===== config.mk =====
export PLATFORM = sky130hd
export DESIGN_NAME = csw_top
export DESIGN_NICKNAME = d
export VERILOG_FILES = /design/src/csw_sticky.v /design/src/csw_top.v
export VERILOG_INCLUDE_DIRS = /design/src /design/src/src
export SDC_FILE = /design/constraint.sdc
export NUM_CORES = 1
export LEC_CHECK = 0
export BUFFER_PORTS_ARGS = -buffer_cell sky130_fd_sc_hd__buf_2
export CELL_PAD_IN_SITES_DETAIL_PLACEMENT = 1
export CELL_PAD_IN_SITES_GLOBAL_PLACEMENT = 1
export CORE_MARGIN = 4
export CORE_UTILIZATION = 28
export DETAILED_ROUTE_END_ITERATION = 7
export GPL_TIMING_DRIVEN = 0
export PLACE_DENSITY = 0.79
export SLEW_MARGIN = 10
export SYNTH_ARGS = -nofsm -noshare
export SYNTH_HDL_FRONTEND = slang
export SYNTH_SLANG_ARGS = --single-unit

===== constraint.sdc =====
create_clock -name core_clk -period 1.3 [get_ports core_clk]
set_input_delay 0.39 -clock core_clk [delete_from_list [all_inputs] [get_ports core_clk]]
set_output_delay 0.39 -clock core_clk [all_outputs]
set_load 0.05 [all_outputs]

===== src/csw_defs.vh =====
// Purpose: constants for the cpu status word block
// Assumes: 32-bit status word, bit positions fixed by the core
// Notes: included by csw_top.v
`ifndef CSW_DEFS_VH
`define CSW_DEFS_VH
// ----------------------------------------------------------------
// field positions
// ----------------------------------------------------------------
`define CSW_BIT_VF 23
`define CSW_CTX_HI 18
`define CSW_CTX_LO 16
`define CSW_BIT_OA 15
`define CSW_BIT_OB 14
`define CSW_BIT_SA 13
`define CSW_BIT_SB 12
`define CSW_BIT_OAB 11
`define CSW_BIT_SAB 10
`define CSW_BIT_TRAP_PRIORITY_TOP_BIT 8
`define CSW_IPL_HI 7
`define CSW_IPL_LO 5
`define CSW_BIT_RA 4
`define CSW_BIT_N 3
`define CSW_BIT_OV 2
`define CSW_BIT_Z 1
`define CSW_BIT_C 0
// ----------------------------------------------------------------
// reset values and limits
// ----------------------------------------------------------------
`define CSW_RESET_WORD 32'h00000000
`define CSW_TRAP_LEVEL 4'h8
`define CSW_IPL_ALL_OFF 3'h7
`endif


===== src/csw_sticky.v =====
// Purpose: one sticky status flag with software write
// Assumes: write and hardware set in same cycle, write wins
// Notes: set_i holds the flag; only a write can clear it
`timescale 1ns/1ps
module csw_sticky (
    core_clk,
    nrst,
    set_i,
    wr_en,
    wr_val,
    flag_q
);
    input core_clk;
    input nrst;
    input set_i;
    input wr_en;
    input wr_val;
    output flag_q;
    wire core_clk;
    wire nrst;
    wire set_i;
    wire wr_en;
    wire wr_val;
    reg flag_q;
    always @(posedge core_clk or negedge nrst) begin
        if (!nrst) begin
            flag_q <= 1'b0;
        end else if (wr_en) begin
            flag_q <= wr_val;
        end else if (set_i) begin
            flag_q <= 1'b1;
        end
    end
endmodule // csw_sticky


===== src/csw_top.v =====
// Purpose: cpu status word: context id, dsp sticky flags, priority, alu flags
// Assumes: single core clock, updates come from pipeline logic on same clock
// Notes: reached only through the status-word operand path, no memory map
// Notes on behaviour
// three-bit active context id, contexts zero-seven
// context id ignores instruction writes
// set accumulator frac overflow beyond 1.31
// set clip sticky on saturate or bit71
// bit 11 is OR of overflows
// bit 10 is OR of clip stickies
// dsp overflow/clip flags stay set until written
// clearing combined bit clears both members
// priority top bit high when priority eight+
// priority field masks interrupt levels
// reset priority zero, supervisor; user read-only
// repeat-active mirrors loop, not writable
// zero flag sticky, cleared by nonzero result
// alu n ov z c in bits three-zero
// vector-fetch-fail read-only, hardware owned
// full word pushed on exception entry
// no memory map, status operand only
// context id follows every context change outside a trap
// traps keep the current context id
// vector fail selects fail address data
// read-only and unused bits ignore writes
// instruction write beats hardware update
`timescale 1ns/1ps
`include "csw_defs.vh"
module csw_top #(
    parameter VEC_W = 24
) (
    core_clk,
    nrst,
    sw_wr_en,
    sw_wr_data,
    sw_rd_en,
    sw_rd_data,
    user_mode,
    ctx_change,
    ctx_new,
    trap_entry,
    exc_entry,
    exc_push_word,
    exc_return,
    exc_restore_word,
    prio_set,
    prio_new,
    acc_a_frac_ovf_evt,
    acc_b_frac_ovf_evt,
    acc_a_sat_evt,
    acc_b_sat_evt,
    acc_a_bit71_evt,
    acc_b_bit71_evt,
    sat_enable_a,
    sat_enable_b,
    repeat_active,
    vf_set,
    vf_clear,
    vec_fetch_data,
    vec_fail_addr,
    vec_data_out,
    alu_upd,
    alu_n,
    alu_ov,
    alu_zero_result,
    alu_c,
    cpu_status_word,
    irq_level_enable,
    trap_priority_top_bit
);
    input core_clk;
    input nrst;
    input sw_wr_en;
    input [31:0] sw_wr_data;
    input sw_rd_en;
    output [31:0] sw_rd_data;
    input user_mode;
    input ctx_change;
    input [2:0] ctx_new;
    input trap_entry;
    input exc_entry;
    output [31:0] exc_push_word;
    input exc_return;
    input [31:0] exc_restore_word;
    input prio_set;
    input [3:0] prio_new;
    input acc_a_frac_ovf_evt;
    input acc_b_frac_ovf_evt;
    input acc_a_sat_evt;
    input acc_b_sat_evt;
    input acc_a_bit71_evt;
    input acc_b_bit71_evt;
    input sat_enable_a;
    input sat_enable_b;
    input repeat_active;
    input vf_set;
    input vf_clear;
    input [VEC_W-1:0] vec_fetch_data;
    input [VEC_W-1:0] vec_fail_addr;
    output [VEC_W-1:0] vec_data_out;
    input [3:0] alu_upd;
    input alu_n;
    input alu_ov;
    input alu_zero_result;
    input alu_c;
    output [31:0] cpu_status_word;
    output [7:1] irq_level_enable;
    output trap_priority_top_bit;

    wire core_clk;
    wire nrst;
    wire sw_wr_en;
    wire [31:0] sw_wr_data;
    wire sw_rd_en;
    wire user_mode;
    wire ctx_change;
    wire [2:0] ctx_new;
    wire trap_entry;
    wire exc_entry;
    wire exc_return;
    wire [31:0] exc_restore_word;
    wire prio_set;
    wire [3:0] prio_new;
    wire acc_a_frac_ovf_evt;
    wire acc_b_frac_ovf_evt;
    wire acc_a_sat_evt;
    wire acc_b_sat_evt;
    wire acc_a_bit71_evt;
    wire acc_b_bit71_evt;
    wire sat_enable_a;
    wire sat_enable_b;
    wire repeat_active;
    wire vf_set;
    wire vf_clear;
    wire [VEC_W-1:0] vec_fetch_data;
    wire [VEC_W-1:0] vec_fail_addr;
    wire [3:0] alu_upd;
    wire alu_n;
    wire alu_ov;
    wire alu_zero_result;
    wire alu_c;
    reg [31:0] sw_rd_data;
    reg [31:0] exc_push_word;
    reg [VEC_W-1:0] vec_data_out;
    reg [31:0] cpu_status_word;
    reg [7:1] irq_level_enable;
    reg trap_priority_top_bit;

    // ----------------------------------------------------------------
    // state
    // ----------------------------------------------------------------
    reg [2:0] active_context_id_r;
    reg [2:0] active_context_id_nxt;
    reg [3:0] cpu_priority_level_r;
    reg [3:0] cpu_priority_level_nxt;
    reg loop_running_flag_r;
    reg vector_fetch_fail_r;
    reg vector_fetch_fail_nxt;
    reg alu_n_r;
    reg alu_ov_r;
    reg alu_z_r;
    reg alu_c_r;
    reg [3:0] alu_nxt;
    wire accum_a_frac_ovf;
    wire accum_b_frac_ovf;
    wire accum_a_clip_sticky;
    wire accum_b_clip_sticky;
    wire either_accum_frac_ovf;
    wire either_accum_clip_sticky;
    reg [31:0] word_now;
    reg [7:1] lvl_en_nxt;
    integer i;

    // a return restores the stacked word as if written, so flags come back
    wire wr_any = sw_wr_en | exc_return;
    wire [31:0] wr_word = exc_return ? exc_restore_word : sw_wr_data;

    // clearing a combined bit clears both members; a member write is
    // otherwise the plain per-bit write
    wire oab_clr = wr_any & ~wr_word[`CSW_BIT_OAB];
    wire sab_clr = wr_any & ~wr_word[`CSW_BIT_SAB];
    wire oa_we = wr_any;
    wire oa_wv = wr_word[`CSW_BIT_OA] & ~oab_clr;
    wire ob_wv = wr_word[`CSW_BIT_OB] & ~oab_clr;
    wire sa_wv = wr_word[`CSW_BIT_SA] & ~sab_clr;
    wire sb_wv = wr_word[`CSW_BIT_SB] & ~sab_clr;

    // without saturation a spill into bit 71 counts as the clip event
    wire sa_evt = sat_enable_a ? acc_a_sat_evt : acc_a_bit71_evt;
    wire sb_evt = sat_enable_b ? acc_b_sat_evt : acc_b_bit71_evt;

    // ----------------------------------------------------------------
    // sticky dsp flags
    // ----------------------------------------------------------------
    csw_sticky u_oa (
        .core_clk(core_clk),
        .nrst(nrst),
        .set_i(acc_a_frac_ovf_evt),
        .wr_en(oa_we),
        .wr_val(oa_wv),
        .flag_q(accum_a_frac_ovf)
    );
    csw_sticky u_ob (
        .core_clk(core_clk),
        .nrst(nrst),
        .set_i(acc_b_frac_ovf_evt),
        .wr_en(oa_we),
        .wr_val(ob_wv),
        .flag_q(accum_b_frac_ovf)
    );
    csw_sticky u_sa (
        .core_clk(core_clk),
        .nrst(nrst),
        .set_i(sa_evt),
        .wr_en(oa_we),
        .wr_val(sa_wv),
        .flag_q(accum_a_clip_sticky)
    );
    csw_sticky u_sb (
        .core_clk(core_clk),
        .nrst(nrst),
        .set_i(sb_evt),
        .wr_en(oa_we),
        .wr_val(sb_wv),
        .flag_q(accum_b_clip_sticky)
    );
    assign either_accum_frac_ovf = accum_a_frac_ovf | accum_b_frac_ovf;
    assign either_accum_clip_sticky = accum_a_clip_sticky | accum_b_clip_sticky;

    // ----------------------------------------------------------------
    // next-state logic
    // ----------------------------------------------------------------
    always @* begin
        active_context_id_nxt = active_context_id_r;
        if (ctx_change && !trap_entry) begin
            active_context_id_nxt = ctx_new;
        end else if (exc_return) begin
            active_context_id_nxt = exc_restore_word[`CSW_CTX_HI:`CSW_CTX_LO];
        end
        // sw_wr_data never reaches the context id

        cpu_priority_level_nxt = cpu_priority_level_r;
        if (prio_set) begin
            cpu_priority_level_nxt = prio_new;
        end
        if (exc_return) begin
            cpu_priority_level_nxt = {exc_restore_word[`CSW_BIT_TRAP_PRIORITY_TOP_BIT],
                                      exc_restore_word[`CSW_IPL_HI:`CSW_IPL_LO]};
        end else if (sw_wr_en && !user_mode) begin
            // top bit tracks hardware only; software sets the low field
            cpu_priority_level_nxt = {cpu_priority_level_nxt[3],
                                      sw_wr_data[`CSW_IPL_HI:`CSW_IPL_LO]};
        end

        vector_fetch_fail_nxt = vector_fetch_fail_r;
        if (vf_set) begin
            vector_fetch_fail_nxt = 1'b1;
        end else if (vf_clear) begin
            vector_fetch_fail_nxt = 1'b0;
        end

        alu_nxt = {alu_n_r, alu_ov_r, alu_z_r, alu_c_r};
        if (alu_upd[3]) begin
            alu_nxt[3] = alu_n;
        end
        if (alu_upd[2]) begin
            alu_nxt[2] = alu_ov;
        end
        if (alu_upd[1]) begin
            alu_nxt[1] = alu_z_r & alu_zero_result;
        end
        if (alu_upd[0]) begin
            alu_nxt[0] = alu_c;
        end
        if (wr_any) begin
            alu_nxt = wr_word[`CSW_BIT_N:`CSW_BIT_C];
        end

        word_now = 32'h00000000;
        word_now[`CSW_BIT_VF] = vector_fetch_fail_r;
        word_now[`CSW_CTX_HI:`CSW_CTX_LO] = active_context_id_r;
        word_now[`CSW_BIT_OA] = accum_a_frac_ovf;
        word_now[`CSW_BIT_OB] = accum_b_frac_ovf;
        word_now[`CSW_BIT_SA] = accum_a_clip_sticky;
        word_now[`CSW_BIT_SB] = accum_b_clip_sticky;
        word_now[`CSW_BIT_OAB] = either_accum_frac_ovf;
        word_now[`CSW_BIT_SAB] = either_accum_clip_sticky;
        word_now[`CSW_BIT_TRAP_PRIORITY_TOP_BIT] = cpu_priority_level_r[3];
        word_now[`CSW_IPL_HI:`CSW_IPL_LO] = cpu_priority_level_r[2:0];
        word_now[`CSW_BIT_RA] = loop_running_flag_r;
        word_now[`CSW_BIT_N:`CSW_BIT_C] = {alu_n_r, alu_ov_r, alu_z_r, alu_c_r};

        // code k enables levels above k; 111 enables none
        lvl_en_nxt = 7'h00;
        for (i = 1; i <= 7; i = i + 1) begin
            lvl_en_nxt[i] = (cpu_priority_level_nxt[3] == 1'b0) &&
                            (i > cpu_priority_level_nxt[2:0]);
        end
    end

    // ----------------------------------------------------------------
    // registers
    // ----------------------------------------------------------------
    always @(posedge core_clk or negedge nrst) begin
        if (!nrst) begin
            active_context_id_r <= 3'h0;
            cpu_priority_level_r <= 4'h0;
            loop_running_flag_r <= 1'b0;
            vector_fetch_fail_r <= 1'b0;
            alu_n_r <= 1'b0;
            alu_ov_r <= 1'b0;
            alu_z_r <= 1'b0;
            alu_c_r <= 1'b0;
            sw_rd_data <= `CSW_RESET_WORD;
            exc_push_word <= `CSW_RESET_WORD;
            vec_data_out <= {VEC_W{1'b0}};
            cpu_status_word <= `CSW_RESET_WORD;
            irq_level_enable <= 7'h7F;
            trap_priority_top_bit <= 1'b0;
        end else begin
            active_context_id_r <= active_context_id_nxt;
            cpu_priority_level_r <= cpu_priority_level_nxt;
            loop_running_flag_r <= repeat_active;
            vector_fetch_fail_r <= vector_fetch_fail_nxt;
            alu_n_r <= alu_nxt[3];
            alu_ov_r <= alu_nxt[2];
            alu_z_r <= alu_nxt[1];
            alu_c_r <= alu_nxt[0];
            if (sw_rd_en) begin
                sw_rd_data <= word_now;
            end
            if (exc_entry) begin
                exc_push_word <= word_now;
            end
            vec_data_out <= vector_fetch_fail_nxt ? vec_fail_addr : vec_fetch_data;
            cpu_status_word <= word_now;
            irq_level_enable <= lvl_en_nxt;
            trap_priority_top_bit <= (cpu_priority_level_nxt >= `CSW_TRAP_LEVEL);
        end
    end
endmodule // csw_top


### Yosys cells after proc, flatten, opt, wreduce, memory -nomap -nowiden

Cells that the tools add are included.

* flip-flop bits (word level): 106
* output and inout bits: 128
* bits of input ports: 148
* logic and storage cells: 85

* bitwise gates (word level): 15
* multiplexer cells: 24
* $lt $le $gt $ge: 8
* reductions and logical operators: 20

Operators by type and width (count)
* $mux 24: 1
* $reduce_bool 2->1: 9
* $mux 1: 16
* $mux 16: 1
* $gt 3x3->1 const A: 4
* $mux 4: 3
* $logic_and 1x1->1: 9
* $mux 3: 3
* $and 1x1->1: 7
* $gt 2x3->1 const A: 2
* $not 1->1: 5
* $ge 4x4->1 const B: 1
* $gt 1x3->1 const A: 1
* $or 1x1->1: 3
* $logic_not 1->1: 2

### Depth between registers and ports, before layout

Gate-level depths: netlist of the first run.

* word-level depth: 6
* depth in mapped cells: 5
* mapped depth without buffers: 4

### Modules after synthesis

A second synthesis of the first run with hierarchy kept.

* cells, all modules: 314
* area, all modules: 4236.6 sq um

Modules (own cells, without submodules)
* csw_top: seq. area each 2561.2 sq um, times used 1, cells each 298, area an instance 4086.4 sq um
* csw_sticky: seq. area each 25.0 sq um, times used 4, cells each 4, area an instance 37.5 sq um

### Least setup slack after synthesis of the first run

Ideal clock, no wire load.

* kind: input -> register
* start point: input port vf_clear
* end point: register vec_data_out[0]
* buffers on the path: 1
* setup time: 0.125 ns
* cell stages on the path: 4
* arrival time: 1.274 ns
* required time: 1.175 ns
* slack: -0.099 ns
* cell sequence: inv_1 a21oi_2 buf_2 mux2_2

* word-level cells in the longest chain between the ends: 3

Ends and longest elaborated chain
* start: declaration: line csw_top.v:134 `wire vf_clear;`
* $mux 1: line csw_top.v:258 `end else if (vf_clear) begin`
* $mux 1: line csw_top.v:256 `if (vf_set) begin`
* $mux 24: line csw_top.v:335 `vec_data_out <= vector_fetch_fail_nxt ? vec_fail_addr : vec_fetch_data;`
* end signal: assignment: line csw_top.v:316 `vec_data_out <= {VEC_W{1'b0}};`
* end signal: assignment: line csw_top.v:335
* end: declaration: line csw_top.v:144 `reg [VEC_W-1:0] vec_data_out;`

No other way between the ends.
A chain may end at the register's enable or synchronous reset.

### Worst setup path in the final report of the first run

* start point: register irq_level_enable[3] (netlist name)
* end point: output port irq_level_enable[3] (netlist name)

RTL lines
* start: declaration: line csw_top.v:146 `reg [7:1] irq_level_enable;`
* start signal: assignment: line csw_top.v:337 `irq_level_enable <= lvl_en_nxt;`

No word-level cell between the ends.

==> metrics.log, run 1 <==
[metrics] result of the run: finished, violations left
[metrics] failing checks: negative setup slack
[metrics] final-layout fill cell count: around 1600
[metrics] post-synthesis instance total: 306
[metrics] fmax: just under 700 MHz
[metrics] GRT Resource Usage Total: approximately 16%
[metrics] wl on met1: between 5000 and 6000 um
[metrics] shortest period the worst path allows: 1.45 ns
[metrics] root buffer selected by CTS: sky130_fd_sc_hd__clkbuf_16
[metrics] Synth Flop Type: sky130_fd_sc_hd__dfrtp_1
[metrics] number of buffers added on ports: 200
[metrics] buffer levels on the longest clock path: 2
[metrics] number of flops mapped to enable cells by yosys: 0
[metrics] first-pass GRT wire length: 20900 um
[metrics] clock latency of the later-clocked register in the worst-skew pair: 0.34 ns
[metrics] largest fanout of any net on the critical path: 1
[metrics] async set-reset flop share out of synthesis: between 90% and 100%
[metrics] Met3 Routed Length: ~1200 um
[metrics] max-slew violation total from the final report: 0
[metrics] Yosys cell types: 26
[metrics] clock tree skew after final layout: around 0.009 ns
[metrics] Detail Route met2 WL: between 7000 and 8000 um
[metrics] Peak supply drop: 0.553 mV
[metrics] Die Width: between 100 and 150 um
[metrics] Reg2Reg Depth: 4
[metrics] largest stage delay on the critical path: about 0.56 ns
[metrics] total count of hold-check failures in the final report: 0
[metrics] GP Congestion: around 0.8
[metrics] number of flip-flops and latches in the synthesized netlist: roughly 110
[metrics] number of DRC violations after detailed-routing iteration 0: 60
[metrics] kind of critical path: flip-flop to primary output
[metrics] via count of the first global-routing pass: 3822
[metrics] Placed Instances: 729
[metrics] transition time at the pin with the least slew margin: approximately 0.8 ns
[metrics] Syn Area/Cell: ~14 um2
[metrics] pre-CTS worst setup slack: -0.367 ns
[metrics] WP buf/inv: 1
[metrics] Max Cap Viol: 0
[metrics] number of nets still failing antenna checks after routing: 0
[metrics] Routed WL: around 14000 um
[metrics] DIE AREA: around 17000 um2
[metrics] most frequent cells in the layout: 112 x sky130_fd_sc_hd__buf_2, 98 x sky130_fd_sc_hd__dfrtp_1, 84 x sky130_fd_sc_hd__buf_6, 58 x sky130_fd_sc_hd__buf_4, 40 x sky130_fd_sc_hd__mux2_2
[metrics] via density per instance: about 4.4
[metrics] clock transition time at the flip-flop clock pins of the worst setup and hold paths: around 0.07 ns
[metrics] overall via count from detail_route: between 3000 and 4000
[metrics] count of unresolved DRC violations after routing: 0
[metrics] area of the placeable core: approximately 15000 um2
[metrics] arrival time at the worst endpoint: ~1.1 ns
[metrics] setup slack of the critical path after layout: -0.149 ns
[metrics] FP Rows: 44
[metrics] share of synthesized area occupied by flip-flops and latches: 63.0%
[metrics] delay-heaviest family, CP: flip-flops
[metrics] crit share post-route: 111%
[metrics] Slew headroom: between 40% and 50%
[metrics] pwr/cell area: 1430 nW/um2
[metrics] residual overflow from global routing: 0
[metrics] H-Tree Level Count: 3
[metrics] antenna violations before repair: 2
[metrics] Hold Path Class: primary input to flip-flop
[metrics] max layer used: met5
[metrics] fraction of final layout cells with drive strength greater than 1: between 60% and 70%
[metrics] number of iterations in the first detailed-routing pass: 4
[metrics] leakage: ~0.0035 uW
[metrics] final core utilization: a little under half
[metrics] nature of the critical path endpoint: primary output
[metrics] total of endpoints with negative setup slack in the final report: 35
[metrics] unrepaired setup endpoints after global routing: true
[metrics] Reg-to-Reg Start: cpu_priority_level_r[1]
[metrics] CTS tree: done
[metrics] CTS sink cnt: 106
[metrics] average wire per standard cell: roughly 18 um
[metrics] worst-case register-to-register setup slack: -0.04 ns
[metrics] cell-by-cell trace of the critical path: buf_8
[metrics] Worst Hold Endpoint: loop_running_flag_r
[metrics] hpwl dp: 10200 um
[metrics] leading cell type in the layout, fill and taps excluded: sky130_fd_sc_hd__buf_2
[metrics] clock buffer count from CTS: 9
[metrics] count of cells along the worst hold path: 1
[metrics] data required time of the critical path: between 0.9 and 1 ns
[metrics] final net count: between 700 and 800
[metrics] Initial Util: approximately 29%
[metrics] Post-Layout Cell Count: a little under 800
[metrics] vertical die dimension: 131 um
[metrics] synthesized cell area: about 4200 um2
[metrics] cell with the largest stage delay on the worst path: sky130_fd_sc_hd__dfstp_2
[metrics] Yosys Warn Count: 0
[metrics] io pins: between 200 and 300
[metrics] maximum number of pins on one net before global-route repair: 55
[metrics] Critical Path Start Type: flip-flop
[metrics] Layout Area Growth over Synthesis: 64.2%
[metrics] Hold Startpoint: repeat_active
[metrics] Setup TNS Final: -1.36 ns
[metrics] critical register-to-register path endpoint: irq_level_enable[1]
[metrics] cell depth of the worst setup path: 1
-- worst register-to-register path, stage by stage, from the launching register on --
cell                       delay (ns)
sky130_fd_sc_hd__dfrtp_1         0.41
sky130_fd_sc_hd__mux2i_1         0.19
sky130_fd_sc_hd__a211oi_2        0.12
sky130_fd_sc_hd__or3b_4          0.44
sky130_fd_sc_hd__nor3_4          0.12
-- worst max path at each step --
stage / from / end / slack [ns]
floorplan: vf_clear / vec_data_out[0] / -0.004
global placement: nrst / vec_data_out[9] / -1.26
detailed placement: sw_rd_en / sw_rd_data[16] / -0.37
CTS: irq_level_enable[6] / irq_level_enable[6] / -0.14
global route: irq_level_enable[3] / irq_level_enable[3] / -0.18
finish: irq_level_enable[3] / irq_level_enable[3] / -0.15
-- stage by stage --
step | hold WS, ns | instance area (um2) | total power, uW
after floorplan | 0.0944 | 4420 | 5820
after detailed placement | 0.380 | 5690 | 6610
final | 0.172 | 6930 | 9940
after global routing | 0.151 | 6930 | 10400
after global placement | 0.380 | 5650 | 6520
after CTS | 0.149 | 6790 | 9960
-- logic make-up after synthesis --
family	share of synthesized area (%)
mux	19.1
flops	63.0
buf+inv	8.60
simple gates	4.03
other cells	0.0888
compound gates	5.13
-- final cells by class --
class | instances | area [um2] | area share (%)
Sequential cell | 106 | 2660 | 38.4
Timing Repair Buffer | 224 | 1830 | 26.4
Multi-Input combinational cell | 183 | 1530 | 22.1
Buffer | 50 | 372 | 5.36
Tap cell | 184 | 230 | 3.32
Clock buffer | 10 | 229 | 3.30
Clock inverter | 6 | 57.6 | 0.830
Inverter | 5 | 18.8 | 0.271
Antenna cell | 1 | 2.50 | 0.0361
-- metal layers --
layer / vias up / GRT usage (%)
met3: 28 / 5.12
met5: - / 0
met4: 2 / 5.75
met2: 187 / 29.4
li1: 1507 / -
met1: 1636 / 17.8
-- where the power goes --
part           total (uW)  switching, uW  leakage, uW  internal, uW
sequential           3950            274      0.00124          3680
clock                2680           1200     0.000142          1480
combinational        3310           2020      0.00208          1290
-- cells in the mapped netlist, types with 2 or more instances --
master                     number  area (um2)
sky130_fd_sc_hd__a21oi_1       10        50.1
sky130_fd_sc_hd__a221oi_1       2        17.5
sky130_fd_sc_hd__a31o_2         2        17.5
sky130_fd_sc_hd__a31oi_1        3        18.8
sky130_fd_sc_hd__buf_2          5        25.0
sky130_fd_sc_hd__buf_4         40         300
sky130_fd_sc_hd__clkbuf_1       5        18.8
sky130_fd_sc_hd__dfrtp_1       99        2480
sky130_fd_sc_hd__dfstp_2        7         184
sky130_fd_sc_hd__inv_1          5        18.8
sky130_fd_sc_hd__mux2_2        61         687
sky130_fd_sc_hd__mux2i_1       12         120
sky130_fd_sc_hd__nand2_1       10        37.5
sky130_fd_sc_hd__nand2b_1       3        18.8
sky130_fd_sc_hd__nand3_1        2        10.0
sky130_fd_sc_hd__nor2_1        20        75.1
sky130_fd_sc_hd__o21ai_0        9        45.0
sky130_fd_sc_hd__o21ai_2        3        26.3
-- what timing repair did --
action	4_1_cts	5_1_grt
endpoints found under the hold margin	1	0
pin swaps	5	5
setup buffers	14	6
resized for setup	211	24
endpoints found under the setup margin	114	167
gates cloned	2	0
hold buffers	1	0
-- registers in the layout (all words and copies together), names as in the netlist --
signal	cells
trap_priority_top_bit	1
alu_z_r	1
cpu_priority_level_r	4
sw_rd_data	19
alu_n_r	1
vec_data_out	24
alu_ov_r	1
vector_fetch_fail_r	1
loop_running_flag_r	1
alu_c_r	1
u_sb.flag_q	1
u_sa.flag_q	1
exc_push_word	19
u_oa.flag_q	1
active_context_id_r	3
irq_level_enable	7
u_ob.flag_q	1
cpu_status_word	19
No activity file was read; power rests on OpenSTA's default activity.
==> run 2, diff against run 1 <==
PLACE_DENSITY = unset   (was 0.79)
PLACE_DENSITY_LB_ADDON = 0.3   (was unset)
==> metrics.log, run 2 (same netlist as run 1, synthesis figures left out) <==
[metrics] H-Tree Level Count: 3 (unchanged)
[metrics] clock tree skew after final layout: 0.00835 ns (was 0.00899 ns)
[metrics] transition time at the pin with the least slew margin: 0.803 ns (was 0.790 ns)
[metrics] vertical die dimension: 131 um (unchanged)
[metrics] number of diodes added for antenna fixing: 0 (was 1)
[metrics] average wire per standard cell: 16.4 um (was 18.5 um)
[metrics] worst slack on hold paths: 0.163 ns (was 0.172 ns)
[metrics] CTS sink cnt: 106 (unchanged)
[metrics] hpwl dp: 9540 um (was 10200 um)
[metrics] arrival time at the worst endpoint: 1.03 ns (was 1.06 ns)
[metrics] WP buf/inv: 1 (unchanged)
[metrics] Most flops, register: vec_data_out (unchanged)
[metrics] CTS tree: done (unchanged)
[metrics] cell with the largest stage delay on the worst path: sky130_fd_sc_hd__dfstp_2 (unchanged)
[metrics] number of buffers added on ports: 200 (unchanged)
[metrics] leakage: 0.00346 uW (was 0.00347 uW)
[metrics] GP Congestion: 0.742 (was 0.793)
[metrics] leading cell type in the layout, fill and taps excluded: sky130_fd_sc_hd__buf_2 (unchanged)
[metrics] io pins: 276 (unchanged)
[metrics] failing checks: negative setup slack (unchanged)
[metrics] Reg-to-Reg Start: cpu_priority_level_r[3] (was cpu_priority_level_r[1])
[metrics] Hold Path Class: primary input to flip-flop (unchanged)
[metrics] shortest period the worst path allows: 1.42 ns (was 1.45 ns)
[metrics] total of endpoints with negative setup slack in the final report: 8 (was 35)
[metrics] buffer levels on the longest clock path: 2 (unchanged)
[metrics] clock transition time at the flip-flop clock pins of the worst setup and hold paths: 0.07 ns (about the same)
[metrics] Max Cap Viol: 0 (unchanged)
[metrics] clock latency of the later-clocked register in the worst-skew pair: 0.35 ns (was 0.34 ns)
[metrics] GRT Resource Usage Total: 14.7% (was 16.2%)
[metrics] pre-CTS worst setup slack: -0.378 ns (was -0.367 ns)
[metrics] fraction of final layout cells with drive strength greater than 1: 63.7% (was 63.9%)
[metrics] crit share post-route: 109% (was 111%)
[metrics] nature of the critical path endpoint: primary output (unchanged)
[metrics] area of the placeable core: 14600 um2 (unchanged)
[metrics] largest stage delay on the critical path: 0.54 ns (was 0.56 ns)
[metrics] number of DRC violations after detailed-routing iteration 0: 78 (was 60)
[metrics] setup slack of the critical path after layout: -0.121 ns (was -0.149 ns)
[metrics] flip-flop count of the largest register, all copies and words added: 24 (unchanged)
[metrics] max-slew violation total from the final report: 0 (unchanged)
[metrics] Critical path origin: irq_level_enable[6] (was irq_level_enable[3])
[metrics] Met3 Routed Length: 1470 um (was 1220 um)
[metrics] most frequent cells in the layout: 112 x sky130_fd_sc_hd__buf_2, 98 x sky130_fd_sc_hd__dfrtp_1, 82 x sky130_fd_sc_hd__buf_6, 64 x sky130_fd_sc_hd__buf_4, 42 x sky130_fd_sc_hd__mux2_2 (was 112 x sky130_fd_sc_hd__buf_2, 98 x sky130_fd_sc_hd__dfrtp_1, 84 x sky130_fd_sc_hd__buf_6, 58 x sky130_fd_sc_hd__buf_4, 40 x sky130_fd_sc_hd__mux2_2)
[metrics] overall via count from detail_route: 3290 (was 3360)
[metrics] data required time of the critical path: 0.91 ns (about the same)
[metrics] pwr/cell area: 1420 nW/um2 (was 1430 nW/um2)
[metrics] final-layout fill cell count: 1579 (was 1570)
[metrics] count of unresolved DRC violations after routing: 0 (unchanged)
[metrics] maximum number of pins on one net before global-route repair: 56 (was 55)
[metrics] Hold Startpoint: repeat_active (unchanged)
[metrics] Slew headroom: 46.5% (was 47.3%)
[metrics] first-pass GRT wire length: 19200 um (was 20900 um)
[metrics] cell-by-cell trace of the critical path: buf_8 (unchanged)
[metrics] unrepaired setup endpoints after global routing: true (unchanged)
[metrics] fmax: 704 MHz (was 690 MHz)
[metrics] via density per instance: 4.27 (was 4.37)
[metrics] via count of the first global-routing pass: 3722 (was 3822)
[metrics] final net count: 730 (was 727)
[metrics] max layer used: met4 (was met5)
[metrics] largest fanout of any net on the critical path: 1 (unchanged)
[metrics] Layout Area Growth over Synthesis: 63.1% (was 64.2%)
[metrics] residual overflow from global routing: 0 (unchanged)
[metrics] wl on met1: 4800 um (was 5270 um)
[metrics] Critical Path Start Type: flip-flop (unchanged)
[metrics] antenna violations before repair: 0 (was 2)
[metrics] result of the run: finished, violations left (unchanged)
[metrics] kind of critical path: flip-flop to primary output (unchanged)
[metrics] number of nets still failing antenna checks after routing: 0 (unchanged)
[metrics] clock buffer count from CTS: 9 (unchanged)
[metrics] Peak supply drop: 0.640 mV (was 0.553 mV)
[metrics] Die Width: 131 um (unchanged)
[metrics] total count of hold-check failures in the final report: 0 (unchanged)
[metrics] root buffer selected by CTS: sky130_fd_sc_hd__clkbuf_16 (unchanged)
[metrics] delay-heaviest family, CP: flip-flops (unchanged)
[metrics] Routed WL: 12600 um (was 14200 um)
[metrics] Initial Util: 28.8% (unchanged)
[metrics] FP Rows: 44 (unchanged)
[metrics] Detail Route met2 WL: 6150 um (was 7410 um)
[metrics] DIE AREA: 17100 um2 (unchanged)
[metrics] number of iterations in the first detailed-routing pass: 4 (unchanged)
run 2: path summary, 6_finish.rpt:
check / slack [ns] / to / cells past startpoint
max: -0.12 / irq_level_enable[6] / 1
min: 0.16 / loop_running_flag_r / 1
max reg2reg: 0.01 / irq_level_enable[5] / 4
min reg2reg: 0.42 / cpu_status_word[2] / 0
max in group asynchronous: 0.12 / vector_fetch_fail_r / 3
min in group asynchronous: 0.56 / exc_push_word[5] / 2
run 2: where the power goes:
group	leakage (uW)	switching (uW)	total, uW	internal [uW]
Clock	0.000137	1260	2570	1320
Sequential	0.00124	246	3930	3680
Combinational	0.00208	1990	3280	1280
run 2: layout make-up:
type	instances	area, um2	share of cell area (%)
Sequential cell	106	2660	38.7
Buffer	50	372	5.40
Clock inverter	7	55.1	0.800
Clock buffer	9	225	3.27
Timing Repair Buffer	227	1840	26.7
Tap cell	184	230	3.34
Multi-Input combinational cell	183	1490	21.6
Inverter	5	18.8	0.273
run 2: timing repair:
item / in CTS / in global routing
gates cloned: 2 / 0
endpoints found under the setup margin: 113 / 159
resized for setup: 208 / 14
setup buffers: 15 / 8
pin swaps: 4 / 3
hold buffers: 1 / 0
hold endpoints to repair: 21 / 0
run 2: metal layers:
metal | GRT usage, % | vias to the layer above
li1 | - | 1518
met1 | 16.4 | 1579
met2 | 25.2 | 180
met3 | 6.06 | 13
met4 | 5.75 | 0
met5 | 0 | -
run 2: stage by stage:
step | std cells | total power [uW] | instance area, um2 | setup TNS [ns] | utilization (%)
after floorplan | 344 | 5820 | 4420 | -0.0529 | -
after global placement | 728 | 6540 | 5650 | -156.66 | 38.6
after detailed placement | 729 | 6600 | 5690 | -19.43 | 38.8
after CTS | 763 | 9850 | 6770 | -2.26 | 46.2
after global routing | 771 | 10200 | 6890 | -2.43 | 47.0
final | 771 | 9780 | 6890 | -0.799 | 47.0
run 2: worst reg2reg max path: cells and delay by family, from the launching register on:
family	cells	cell delay (ns)
flops	1	0.41
mux	1	0.19
simple gates	1	0.41
compound gates	2	0.22
